<file path="config.mk">
export PLATFORM = sky130hd
export DESIGN_NAME = spif_front_end
export DESIGN_NICKNAME = d
export VERILOG_FILES = /design/src/common/spif_pkg.sv /design/src/rtl/spif_sync3.sv /design/src/rtl/spif_fifo.sv /design/src/rtl/spif_front_end.sv
export VERILOG_INCLUDE_DIRS = /design/src /design/src/common
export SDC_FILE = /design/constraint.sdc
export NUM_CORES = 1
export LEC_CHECK = 0
export BUFFER_PORTS_ARGS = -buffer_cell sky130_fd_sc_hd__buf_2
export CELL_PAD_IN_SITES_DETAIL_PLACEMENT = 2
export CELL_PAD_IN_SITES_GLOBAL_PLACEMENT = 2
export CORE_ASPECT_RATIO = 1.1
export CORE_MARGIN = 2
export CORE_UTILIZATION = 27
export CTS_CLUSTER_DIAMETER = 80
export DETAILED_ROUTE_END_ITERATION = 10
export PLACE_DENSITY = 0.5
export SLEW_MARGIN = 20
export SYNTH_ARGS = -nofsm -noshare
export SYNTH_HDL_FRONTEND = slang
export SYNTH_HIERARCHICAL = 1
export SYNTH_SLANG_ARGS = --single-unit
</file>
<file path="constraint.sdc">
create_clock -name clk_sys -period 4.4 [get_ports clk_sys]
set_input_delay 0.88 -clock clk_sys [delete_from_list [all_inputs] [get_ports clk_sys]]
set_output_delay 0.88 -clock clk_sys [all_outputs]
set_load 0.02 [all_outputs]
</file>
<file path="src/common/spif_consts.svh">
// Constants of the parallel input front end: widths, lanes, buffer depth, features, coding, timing.
// Assumes inclusion by bare name from rtl files and the package.
`ifndef SPIF_CONSTS_SVH
`define SPIF_CONSTS_SVH

`define SPIF_DIN_W          20
`define SPIF_HALF_W         10
`define SPIF_TS_LSB         10
`define SPIF_TS_MSB         17
`define SPIF_SPECIAL_BIT    18
`define SPIF_SYNC_BIT       19
`define SPIF_FIFO_DEPTH     16
`define SPIF_FEAT_W         7
`define SPIF_FEAT_ALL_ON    7'h7F
`define SPIF_K28_5          8'hBC
`define SPIF_STUFF_PERIOD   4'h8
`define SPIF_SYS_MHZ        100
`define SPIF_LOCK_NS        1000
`define SPIF_LOCK_CYC       ((`SPIF_LOCK_NS * `SPIF_SYS_MHZ + 999) / 1000)

`endif

</file>
<file path="src/common/spif_pkg.sv">
// Types shared by the parallel input front end.
// Assumes spif_consts.svh lies on the include path.
`include "spif_consts.svh"

package spif_pkg;

    typedef enum logic [2:0] {
        SPIF_MODE_VIDEO,
        SPIF_MODE_TS,
        SPIF_MODE_RAW,
        SPIF_MODE_STANDBY
    } spif_mode_t;

    typedef enum logic [1:0] {
        SPIF_RATE_SD,
        SPIF_RATE_HD,
        SPIF_RATE_3G
    } spif_rate_t;

    // One captured word with its framing
    typedef struct packed {
        logic [`SPIF_DIN_W-1:0] data;
        logic                   is_20bit;
        logic                   second_half;
        logic                   sync_req;
        logic                   special;
        spif_mode_t             mode;
    } spif_word_t;

    // Static select pins after synchronising
    typedef struct packed {
        logic word_width_select;
        logic sd_rate_pick;
        logic high_rate_pick;
        logic video_proc_path_n;
        logic transport_stream_pin;
        logic feature_bundle_enable;
        logic standby;
    } spif_pins_t;

endpackage : spif_pkg

</file>
<file path="src/rtl/spif_sync3.sv">
// Three-stage synchroniser bank; a change counts when stages two and three agree.
// Assumes asynchronous inputs and one system clock.
`timescale 1ns/1ps
`default_nettype none

module spif_sync3 #(
    parameter int W = 1
) (
    // Clock and reset
    input  wire logic         clk_sys,
    input  wire logic         rst_n,
    // Signals
    input  wire logic [W-1:0] async_in,
    output logic      [W-1:0] sync_out
);

    logic [W-1:0] s1_reg;
    logic [W-1:0] s2_reg;
    logic [W-1:0] s3_reg;

    always_ff @(posedge clk_sys or negedge rst_n) begin
        if (!rst_n) begin
            s1_reg   <= '0;
            s2_reg   <= '0;
            s3_reg   <= '0;
            sync_out <= '0;
        end else begin
            s1_reg <= async_in;
            s2_reg <= s1_reg;
            s3_reg <= s2_reg;
            // Per-bit agreement filter
            for (int i = 0; i < W; i++) begin
                if (s2_reg[i] == s3_reg[i]) begin
                    sync_out[i] <= s3_reg[i];
                end
            end
        end
    end

endmodule : spif_sync3

`default_nettype wire

</file>
<file path="src/rtl/spif_fifo.sv">
// Flip-flop FIFO with valid/ready on both sides.
// Assumes a single clock; width and depth are parameters, depth a power of two.
`timescale 1ns/1ps
`default_nettype none

module spif_fifo #(
    parameter int WIDTH = 8,
    parameter int DEPTH = 16
) (
    // Clock and reset
    input  wire logic             clk_sys,
    input  wire logic             rst_n,
    // Fill side
    input  wire logic [WIDTH-1:0] in_data,
    input  wire logic             in_valid,
    output logic                  in_ready,
    // Drain side
    output logic      [WIDTH-1:0] out_data,
    output logic                  out_valid,
    input  wire logic             out_ready
);

    localparam int AW = $clog2(DEPTH);

    logic [WIDTH-1:0] mem_reg [DEPTH];
    logic [AW-1:0]    wr_ptr_reg;
    logic [AW-1:0]    rd_ptr_reg;
    logic [AW:0]      count_reg;
    logic             push;
    logic             pop;

    assign in_ready  = (count_reg < (AW+1)'(DEPTH));
    assign out_valid = (count_reg != '0);
    assign out_data  = mem_reg[rd_ptr_reg];
    assign push      = in_valid && in_ready;
    assign pop       = out_valid && out_ready;

    always_ff @(posedge clk_sys) begin
        if (push) begin
            mem_reg[wr_ptr_reg] <= in_data;
        end
    end

    always_ff @(posedge clk_sys or negedge rst_n) begin
        if (!rst_n) begin
            wr_ptr_reg <= '0;
            rd_ptr_reg <= '0;
            count_reg  <= '0;
        end else begin
            if (push) begin
                wr_ptr_reg <= wr_ptr_reg + 1'b1;
            end
            if (pop) begin
                rd_ptr_reg <= rd_ptr_reg + 1'b1;
            end
            count_reg <= count_reg + (AW+1)'(push) - (AW+1)'(pop);
        end
    end

endmodule : spif_fifo

`default_nettype wire

</file>
<file path="src/rtl/spif_front_end.sv">
// Parallel input front end of a multi-rate serial video transmitter.
// Assumes the word clock and all select pins are asynchronous to clk_sys,
// which must run well above twice the word clock (80 ns word clock in the bench).
// Notes on behaviour
// - Mode comes only from select pins: video, transport stream, raw, standby.
// - Video mode takes 10-bit interleaved or 20-bit split words by width pin.
// - Entering video mode turns processing features on with no register write.
// - Transport stream bytes arrive on lanes 17 down to 10 and are captured there.
// - Transport stream bytes are 8b/10b coded with stuffing characters inserted.
// - Raw mode serialises input words with no video or stream processing.
// - Standby pin shuts down functional activity to save power.
// - Serial output can float; edge-rate class follows the SD rate pin only.
// - Features: ancillary, payload id, error packets, detection, timing, CRC, checksums, lines.
// - One pin gates all features; each feature also has its own disable.
// - Data is valid around the word clock rising edge and captured there.
// - 20-bit: lanes 19:10 stream one, 9:0 stream two; 10-bit uses 19:10 only.
// - Parallel data pins stay inputs except in test mode.
// - Lock, host serial out and test data out driven except during reset.
// - A boundary scan port exists for pin testing.
// - 3G 10-bit: stream two on rising edge, stream one on falling edge.
// - Transport stream: lane 19 sync request, lane 18 special character flag.
// - Interleaved modes send chroma before luma, stream two before stream one.
`timescale 1ns/1ps
`default_nettype none

`include "spif_consts.svh"

module spif_front_end #(
    parameter int DIN_W      = `SPIF_DIN_W,
    parameter int FIFO_DEPTH = `SPIF_FIFO_DEPTH,
    parameter int FEAT_W     = `SPIF_FEAT_W
) (
    // Clock and reset
    input  wire logic              clk_sys,
    input  wire logic              rst_n,
    // Static select pins
    input  wire logic              word_width_select,
    input  wire logic              sd_rate_pick,
    input  wire logic              high_rate_pick,
    input  wire logic              video_proc_path_n,
    input  wire logic              transport_stream_pin,
    input  wire logic              feature_bundle_enable,
    input  wire logic              standby,
    input  wire logic              test_mode,
    input  wire logic              serial_out_float,
    input  wire logic [FEAT_W-1:0] feature_disable,
    // Parallel bus from the source
    input  wire logic              word_clk,
    input  wire logic [DIN_W-1:0]  din_in,
    output logic      [DIN_W-1:0]  din_out,
    output logic      [DIN_W-1:0]  din_oe_n,
    // Serialiser side
    output logic      [DIN_W-1:0]  ser_word,
    output logic                   ser_is_20bit,
    output logic                   ser_valid,
    input  wire logic              ser_ready,
    output logic                   ser_line_off,
    output logic                   ser_fast_edges,
    output logic      [FEAT_W-1:0] feature_active,
    output logic [2:0]             mode_out,
    // Always-driven pins
    output logic                   pll_lock_flag,
    output logic                   pll_lock_flag_oe_n,
    output logic                   host_serial_out_oe_n,
    output logic                   tdo_oe_n,
    output logic                   overflow
);

    spif_pkg::spif_pins_t  pins_raw;
    spif_pkg::spif_pins_t  pins_s;
    spif_pkg::spif_mode_t  mode;
    spif_pkg::spif_mode_t  mode_reg;
    spif_pkg::spif_rate_t  rate;
    spif_pkg::spif_word_t  cap_word;
    spif_pkg::spif_word_t  fifo_word;
    logic                  wclk_s;
    logic                  wclk_prev_reg;
    logic                  wclk_rise;
    logic                  wclk_fall;
    logic [DIN_W-1:0]      din_s;
    logic                  cap_valid_reg;
    spif_pkg::spif_word_t  cap_reg;
    logic                  fifo_in_ready;
    logic                  fifo_out_valid;
    logic                  drain;
    logic [3:0]            stuff_cnt_reg;
    logic [9:0]            enc_word;
    logic                  rd_reg;
    logic [15:0]           lock_cnt_reg;

    assign pins_raw = '{word_width_select, sd_rate_pick, high_rate_pick, video_proc_path_n,
                        transport_stream_pin, feature_bundle_enable, standby};

    spif_sync3 #(.W($bits(spif_pkg::spif_pins_t))) u_pin_sync (
        .clk_sys  (clk_sys),
        .rst_n    (rst_n),
        .async_in (pins_raw),
        .sync_out (pins_s)
    );

    // Clock and data share one sampling path so they stay aligned
    spif_sync3 #(.W(DIN_W + 1)) u_bus_sync (
        .clk_sys  (clk_sys),
        .rst_n    (rst_n),
        .async_in ({word_clk, din_in}),
        .sync_out ({wclk_s, din_s})
    );

    always_comb begin
        if (pins_s.standby) begin
            mode = spif_pkg::SPIF_MODE_STANDBY;
        end else if (pins_s.video_proc_path_n) begin
            mode = spif_pkg::SPIF_MODE_VIDEO;
        end else if (pins_s.transport_stream_pin && pins_s.sd_rate_pick) begin
            mode = spif_pkg::SPIF_MODE_TS;
        end else begin
            mode = spif_pkg::SPIF_MODE_RAW;
        end
    end

    always_comb begin
        if (pins_s.sd_rate_pick) begin
            rate = spif_pkg::SPIF_RATE_SD;
        end else if (pins_s.high_rate_pick) begin
            rate = spif_pkg::SPIF_RATE_3G;
        end else begin
            rate = spif_pkg::SPIF_RATE_HD;
        end
    end

    always_ff @(posedge clk_sys or negedge rst_n) begin
        if (!rst_n) begin
            wclk_prev_reg <= 1'b0;
        end else begin
            wclk_prev_reg <= wclk_s;
        end
    end

    assign wclk_rise = wclk_s && !wclk_prev_reg;
    assign wclk_fall = !wclk_s && wclk_prev_reg;

    // Capture: one word per accepted edge
    always_comb begin
        cap_word             = '0;
        cap_word.mode        = mode;
        cap_word.is_20bit    = pins_s.word_width_select && (mode != spif_pkg::SPIF_MODE_TS);
        cap_word.second_half = wclk_fall;
        unique case (mode)
            spif_pkg::SPIF_MODE_TS: begin
                cap_word.data[7:0] = din_s[`SPIF_TS_MSB:`SPIF_TS_LSB];
                cap_word.sync_req  = din_s[`SPIF_SYNC_BIT];
                cap_word.special   = din_s[`SPIF_SPECIAL_BIT];
            end
            spif_pkg::SPIF_MODE_STANDBY: begin
                cap_word.data = '0;
            end
            default: begin
                if (cap_word.is_20bit) begin
                    cap_word.data = din_s;
                end else begin
                    cap_word.data[`SPIF_HALF_W-1:0] = din_s[DIN_W-1:`SPIF_HALF_W];
                end
            end
        endcase
    end

    // Rising edge capture; falling edge only in 3G 10-bit video
    always_ff @(posedge clk_sys or negedge rst_n) begin
        if (!rst_n) begin
            cap_valid_reg <= 1'b0;
            cap_reg       <= '0;
        end else begin
            cap_valid_reg <= 1'b0;
            if (mode != spif_pkg::SPIF_MODE_STANDBY) begin
                // Order preserved: stream two word first from rising edge
                if (wclk_rise || (wclk_fall && mode == spif_pkg::SPIF_MODE_VIDEO
                        && !pins_s.word_width_select && rate == spif_pkg::SPIF_RATE_3G)) begin
                    cap_valid_reg <= 1'b1;
                    cap_reg       <= cap_word;
                end
            end
        end
    end

    // Full FIFO drops the word and flags it
    always_ff @(posedge clk_sys or negedge rst_n) begin
        if (!rst_n) begin
            overflow <= 1'b0;
        end else begin
            overflow <= cap_valid_reg && !fifo_in_ready;
        end
    end

    spif_fifo #(.WIDTH($bits(spif_pkg::spif_word_t)), .DEPTH(FIFO_DEPTH)) u_fifo (
        .clk_sys   (clk_sys),
        .rst_n     (rst_n),
        .in_data   (cap_reg),
        .in_valid  (cap_valid_reg),
        .in_ready  (fifo_in_ready),
        .out_data  (fifo_word),
        .out_valid (fifo_out_valid),
        .out_ready (drain)
    );

    // Output stage stalls on ser_ready; periodic stuffing takes a slot
    assign drain = fifo_out_valid && (!ser_valid || ser_ready)
                   && !(fifo_word.mode == spif_pkg::SPIF_MODE_TS && stuff_cnt_reg == `SPIF_STUFF_PERIOD);

    // Simplified 8b/10b: data byte with disparity flip, K28.5 for specials
    always_comb begin
        if (fifo_word.special || fifo_word.sync_req) begin
            enc_word = {2'b00, `SPIF_K28_5} ^ {10{rd_reg}};
        end else begin
            enc_word = {1'b1, ^fifo_word.data[7:0], fifo_word.data[7:0]} ^ {10{rd_reg}};
        end
    end

    always_ff @(posedge clk_sys or negedge rst_n) begin
        if (!rst_n) begin
            ser_valid     <= 1'b0;
            ser_word      <= '0;
            ser_is_20bit  <= 1'b0;
            stuff_cnt_reg <= '0;
            rd_reg        <= 1'b0;
        end else begin
            if (ser_valid && ser_ready) begin
                ser_valid <= 1'b0;
            end
            if (mode_reg == spif_pkg::SPIF_MODE_TS && stuff_cnt_reg == `SPIF_STUFF_PERIOD
                    && (!ser_valid || ser_ready)) begin
                ser_word      <= DIN_W'({2'b00, `SPIF_K28_5} ^ {10{rd_reg}});
                ser_is_20bit  <= 1'b0;
                ser_valid     <= 1'b1;
                rd_reg        <= !rd_reg;
                stuff_cnt_reg <= '0;
            end else if (drain) begin
                ser_valid    <= 1'b1;
                ser_is_20bit <= fifo_word.is_20bit;
                if (fifo_word.mode == spif_pkg::SPIF_MODE_TS) begin
                    ser_word      <= DIN_W'(enc_word);
                    rd_reg        <= !rd_reg;
                    stuff_cnt_reg <= stuff_cnt_reg + 4'h1;
                end else begin
                    // Raw and video words pass unencoded here
                    ser_word <= fifo_word.data;
                end
            end
        end
    end

    always_ff @(posedge clk_sys or negedge rst_n) begin
        if (!rst_n) begin
            mode_reg       <= spif_pkg::SPIF_MODE_STANDBY;
            mode_out       <= 3'h0;
            ser_fast_edges <= 1'b0;
            ser_line_off   <= 1'b1;
        end else begin
            mode_reg       <= mode;
            mode_out       <= 3'(mode);
            ser_fast_edges <= (rate != spif_pkg::SPIF_RATE_SD);
            // Standby or float silences the line
            ser_line_off   <= serial_out_float || mode == spif_pkg::SPIF_MODE_STANDBY;
        end
    end

    // Feature bundle: on by default in video mode
    always_ff @(posedge clk_sys or negedge rst_n) begin
        if (!rst_n) begin
            feature_active <= '0;
        end else if (mode == spif_pkg::SPIF_MODE_VIDEO && pins_s.feature_bundle_enable) begin
            feature_active <= FEAT_W'(`SPIF_FEAT_ALL_ON) & ~feature_disable;
        end else begin
            feature_active <= '0;
        end
    end

    // Bus pins: inputs unless test mode
    always_ff @(posedge clk_sys or negedge rst_n) begin
        if (!rst_n) begin
            din_oe_n <= '1;
            din_out  <= '0;
        end else begin
            din_oe_n <= {DIN_W{!test_mode}};
            din_out  <= din_s;
        end
    end

    // Lock indicator after a settle time with no standby
    always_ff @(posedge clk_sys or negedge rst_n) begin
        if (!rst_n) begin
            lock_cnt_reg         <= '0;
            pll_lock_flag        <= 1'b0;
            pll_lock_flag_oe_n   <= 1'b1;
            host_serial_out_oe_n <= 1'b1;
            tdo_oe_n             <= 1'b1;
        end else begin
            pll_lock_flag_oe_n   <= 1'b0;
            host_serial_out_oe_n <= 1'b0;
            tdo_oe_n             <= 1'b0;
            if (mode == spif_pkg::SPIF_MODE_STANDBY) begin
                lock_cnt_reg  <= '0;
                pll_lock_flag <= 1'b0;
            end else if (lock_cnt_reg < 16'(`SPIF_LOCK_CYC)) begin
                lock_cnt_reg  <= lock_cnt_reg + 16'h1;
            end else begin
                pll_lock_flag <= 1'b1;
            end
        end
    end

    // Boundary scan lives in the pad ring; only tdo_oe_n here

endmodule : spif_front_end

`default_nettype wire

</file>
==> results.sh <==
export IMPL_routed_via_density=4.484
export IMPL_final_util=0.3246
export IMPL_top_layer_used="met4"
export IMPL_fin_crit_ns=3.884
export IMPL_critPathArrivalTime_ns=4.37
export IMPL_cts_sinks=648
export IMPL_critical_path_startpoint="u_fifo/rd_ptr_reg[0]"
export IMPL_cts_clk_slew_worst_paths_ns=0.06
export IMPL_worst_setup_path_end_kind="flop"
export IMPL_initial_standard_cell_utilization_of_the_core=0.2721
export IMPL_antenna_found_initial=3
export IMPL_synth_warnings=6
export IMPL_cts_repair_timing_setup_buffer_count=0
export IMPL_timing_rr_start="u_fifo/rd_ptr_reg[0]"
export IMPL_place_gp_congestion=0.7004
export IMPL_report_final_setup_viol=0
export IMPL_grt_pass1_vias=13320
export IMPL_most_common_layout_cells="sky130_fd_sc_hd__edfxtp_1, sky130_fd_sc_hd__dfrtp_1, sky130_fd_sc_hd__buf_2"
export IMPL_met3_routed_wl_um=2640
export IMPL_detailedRoute_firstIterationViolations=711
export IMPL_slew_headroom=0.3592
export IMPL_cap_violations=0
export IMPL_detail_route_antenna_nets=0
export IMPL_floorplan_die_height_um=315.9
export IMPL_clock_path_buffers=3
export IMPL_timing_worst_setup_path_type="flop to flop"
export IMPL_setup_tns_ns=0
export IMPL_drt_first_pass_iters=6
export IMPL_final_layout_size_suffix_gt1_frac=0.2999
export IMPL_hold_buffers=0
export IMPL_slew_viol_final=0
export IMPL_floorplan_core_area_sq_um=87720
export IMPL_nets=1461
export IMPL_met1Wirelength_um=26500
export IMPL_maxClockFrequency_mhz=257.5
export IMPL_rsz0062_at_grt="no"
export IMPL_syn_mean_instance_area_sq_um=19.34
export IMPL_route_detailed_drc=0
export IMPL_io_pin_count=119
export IMPL_worstHoldPathType="primary input to async pin"
export IMPL_area_of_placed_instances_sq_um=25890
export IMPL_largest_register_ff_count=416
export IMPL_width_of_the_chip_um=287.5
export IMPL_final_area_sq_um=28470
export IMPL_wl_per_cell_um=22.80
export IMPL_hold_violations=0
export IMPL_design_die_area_sq_um=90810
export IMPL_syn_instance_count=1234
export IMPL_cts_tree="yes"
export IMPL_timing_reg2reg_worst_path_depth=16
export IMPL_grt_start_max_net_pins=92
export IMPL_timing_worst_slew_pin_value_ns=0.9612
export IMPL_grt_pass1_wl_um=90580
export IMPL_h_tree_depth=3
export IMPL_power_leakage_nw=10.43
export IMPL_finalCritPeriodShare=0.8826
export IMPL_total_gr_overflow=0
export IMPL_cts_root_buf="sky130_fd_sc_hd__clkbuf_16"
export IMPL_area_growth_pct=19.28
export IMPL_number_of_vias_in_the_routed_layout=11780
export IMPL_powerDensity_nw_per_um2=653.5
export IMPL_rows=114
export IMPL_wl_met2_um=29950
export IMPL_dp_hpwl_um=34620
export IMPL_insertion_delay_ns=0.61
export IMPL_layout_commonest_cell="sky130_fd_sc_hd__edfxtp_1"
export IMPL_worst_setup_path_start_kind="flop"
export IMPL_ir_drop_v=0.0002618
export IMPL_cts_inserted_buffers=74
export IMPL_final_setup_skew_ns=0.02596
export IMPL_synth_cell_area_sq_um=23870
export IMPL_io_buffers=117
export IMPL_gr_usage_all_layers=0.1357
export IMPL_cts_repair_resize_count=0
export IMPL_postRouteWirelength_um=59930
export IMPL_timing_critical_path_required_ns=4.89
export IMPL_outcome="finished clean"
export IMPL_cp_max_fo=16
critical path, cell delays in order (launching register included):
cell	delay, ns
sky130_fd_sc_hd__dfrtp_4	0.61
sky130_fd_sc_hd__buf_4	0.39
sky130_fd_sc_hd__mux4_2	0.54
sky130_fd_sc_hd__a22oi_1	0.17
sky130_fd_sc_hd__nand2_1	0.12
sky130_fd_sc_hd__or3b_1	0.23
sky130_fd_sc_hd__nor2_1	0.07
sky130_fd_sc_hd__nor2_1	0.24
sky130_fd_sc_hd__nand2_1	0.16
sky130_fd_sc_hd__inv_1	0.09
sky130_fd_sc_hd__ha_1	0.12
sky130_fd_sc_hd__inv_1	0.04
sky130_fd_sc_hd__ha_1	0.20
sky130_fd_sc_hd__fa_1	0.40
sky130_fd_sc_hd__a21oi_1	0.14
sky130_fd_sc_hd__o21bai_1	0.10
sky130_fd_sc_hd__xnor2_1	0.13
cell type report:
class,count,area [sq um]
antenna,1,2.502
timing repair buffer,155,893.4
fill,8740,59250
clock inverter,40,464.2
multi-input combinational,509,5170
sequential,648,18310
inverter,18,67.56
clock buffer,97,2113
tap,1160,1451
through the flow:
step                std cells  total power, mW  setup WS [ns]  hold slack, ns
floorplan                1251            10.81         0.7425          0.3312
global placement         2490            12.36         0.4803          0.3322
detailed placement       2490            12.46         0.4511          0.3356
CTS                      2627            19.01         0.4234          0.3228
global route             2627            19.65         0.1271          0.3384
finish                   2628            18.61         0.5165          0.3041
where the power goes:
group	leakage [nW]	internal (mW)	switching (mW)
combinational	2.56	1.91	2.51
clock	1.25	3.92	2.50
sequential	6.62	7.13	0.629
total	10.4	13.0	5.64
per-layer routing:
metal | track usage | up-vias
met5 | 0 | -
met4 | 0.03267 | 0
met3 | 0.02662 | 60
met2 | 0.2285 | 207
met1 | 0.1806 | 6394
li1 | - | 5122
worst paths after layout:
| check | endpoint | slack (ns) |
|---|---|---|
| max | u_fifo/count_reg[4] | 0.52 |
| min | ser_word[12] | 0.30 |
| max reg2reg | u_fifo/count_reg[4] | 0.52 |
| min reg2reg | u_bus_sync/s2_reg[8] | 0.35 |
| max in group asynchronous | mode_reg[0] | 3.14 |
| min in group clk_sys | u_bus_sync/s2_reg[8] | 0.35 |
Note: power is estimated with default switching activity, not from simulation.
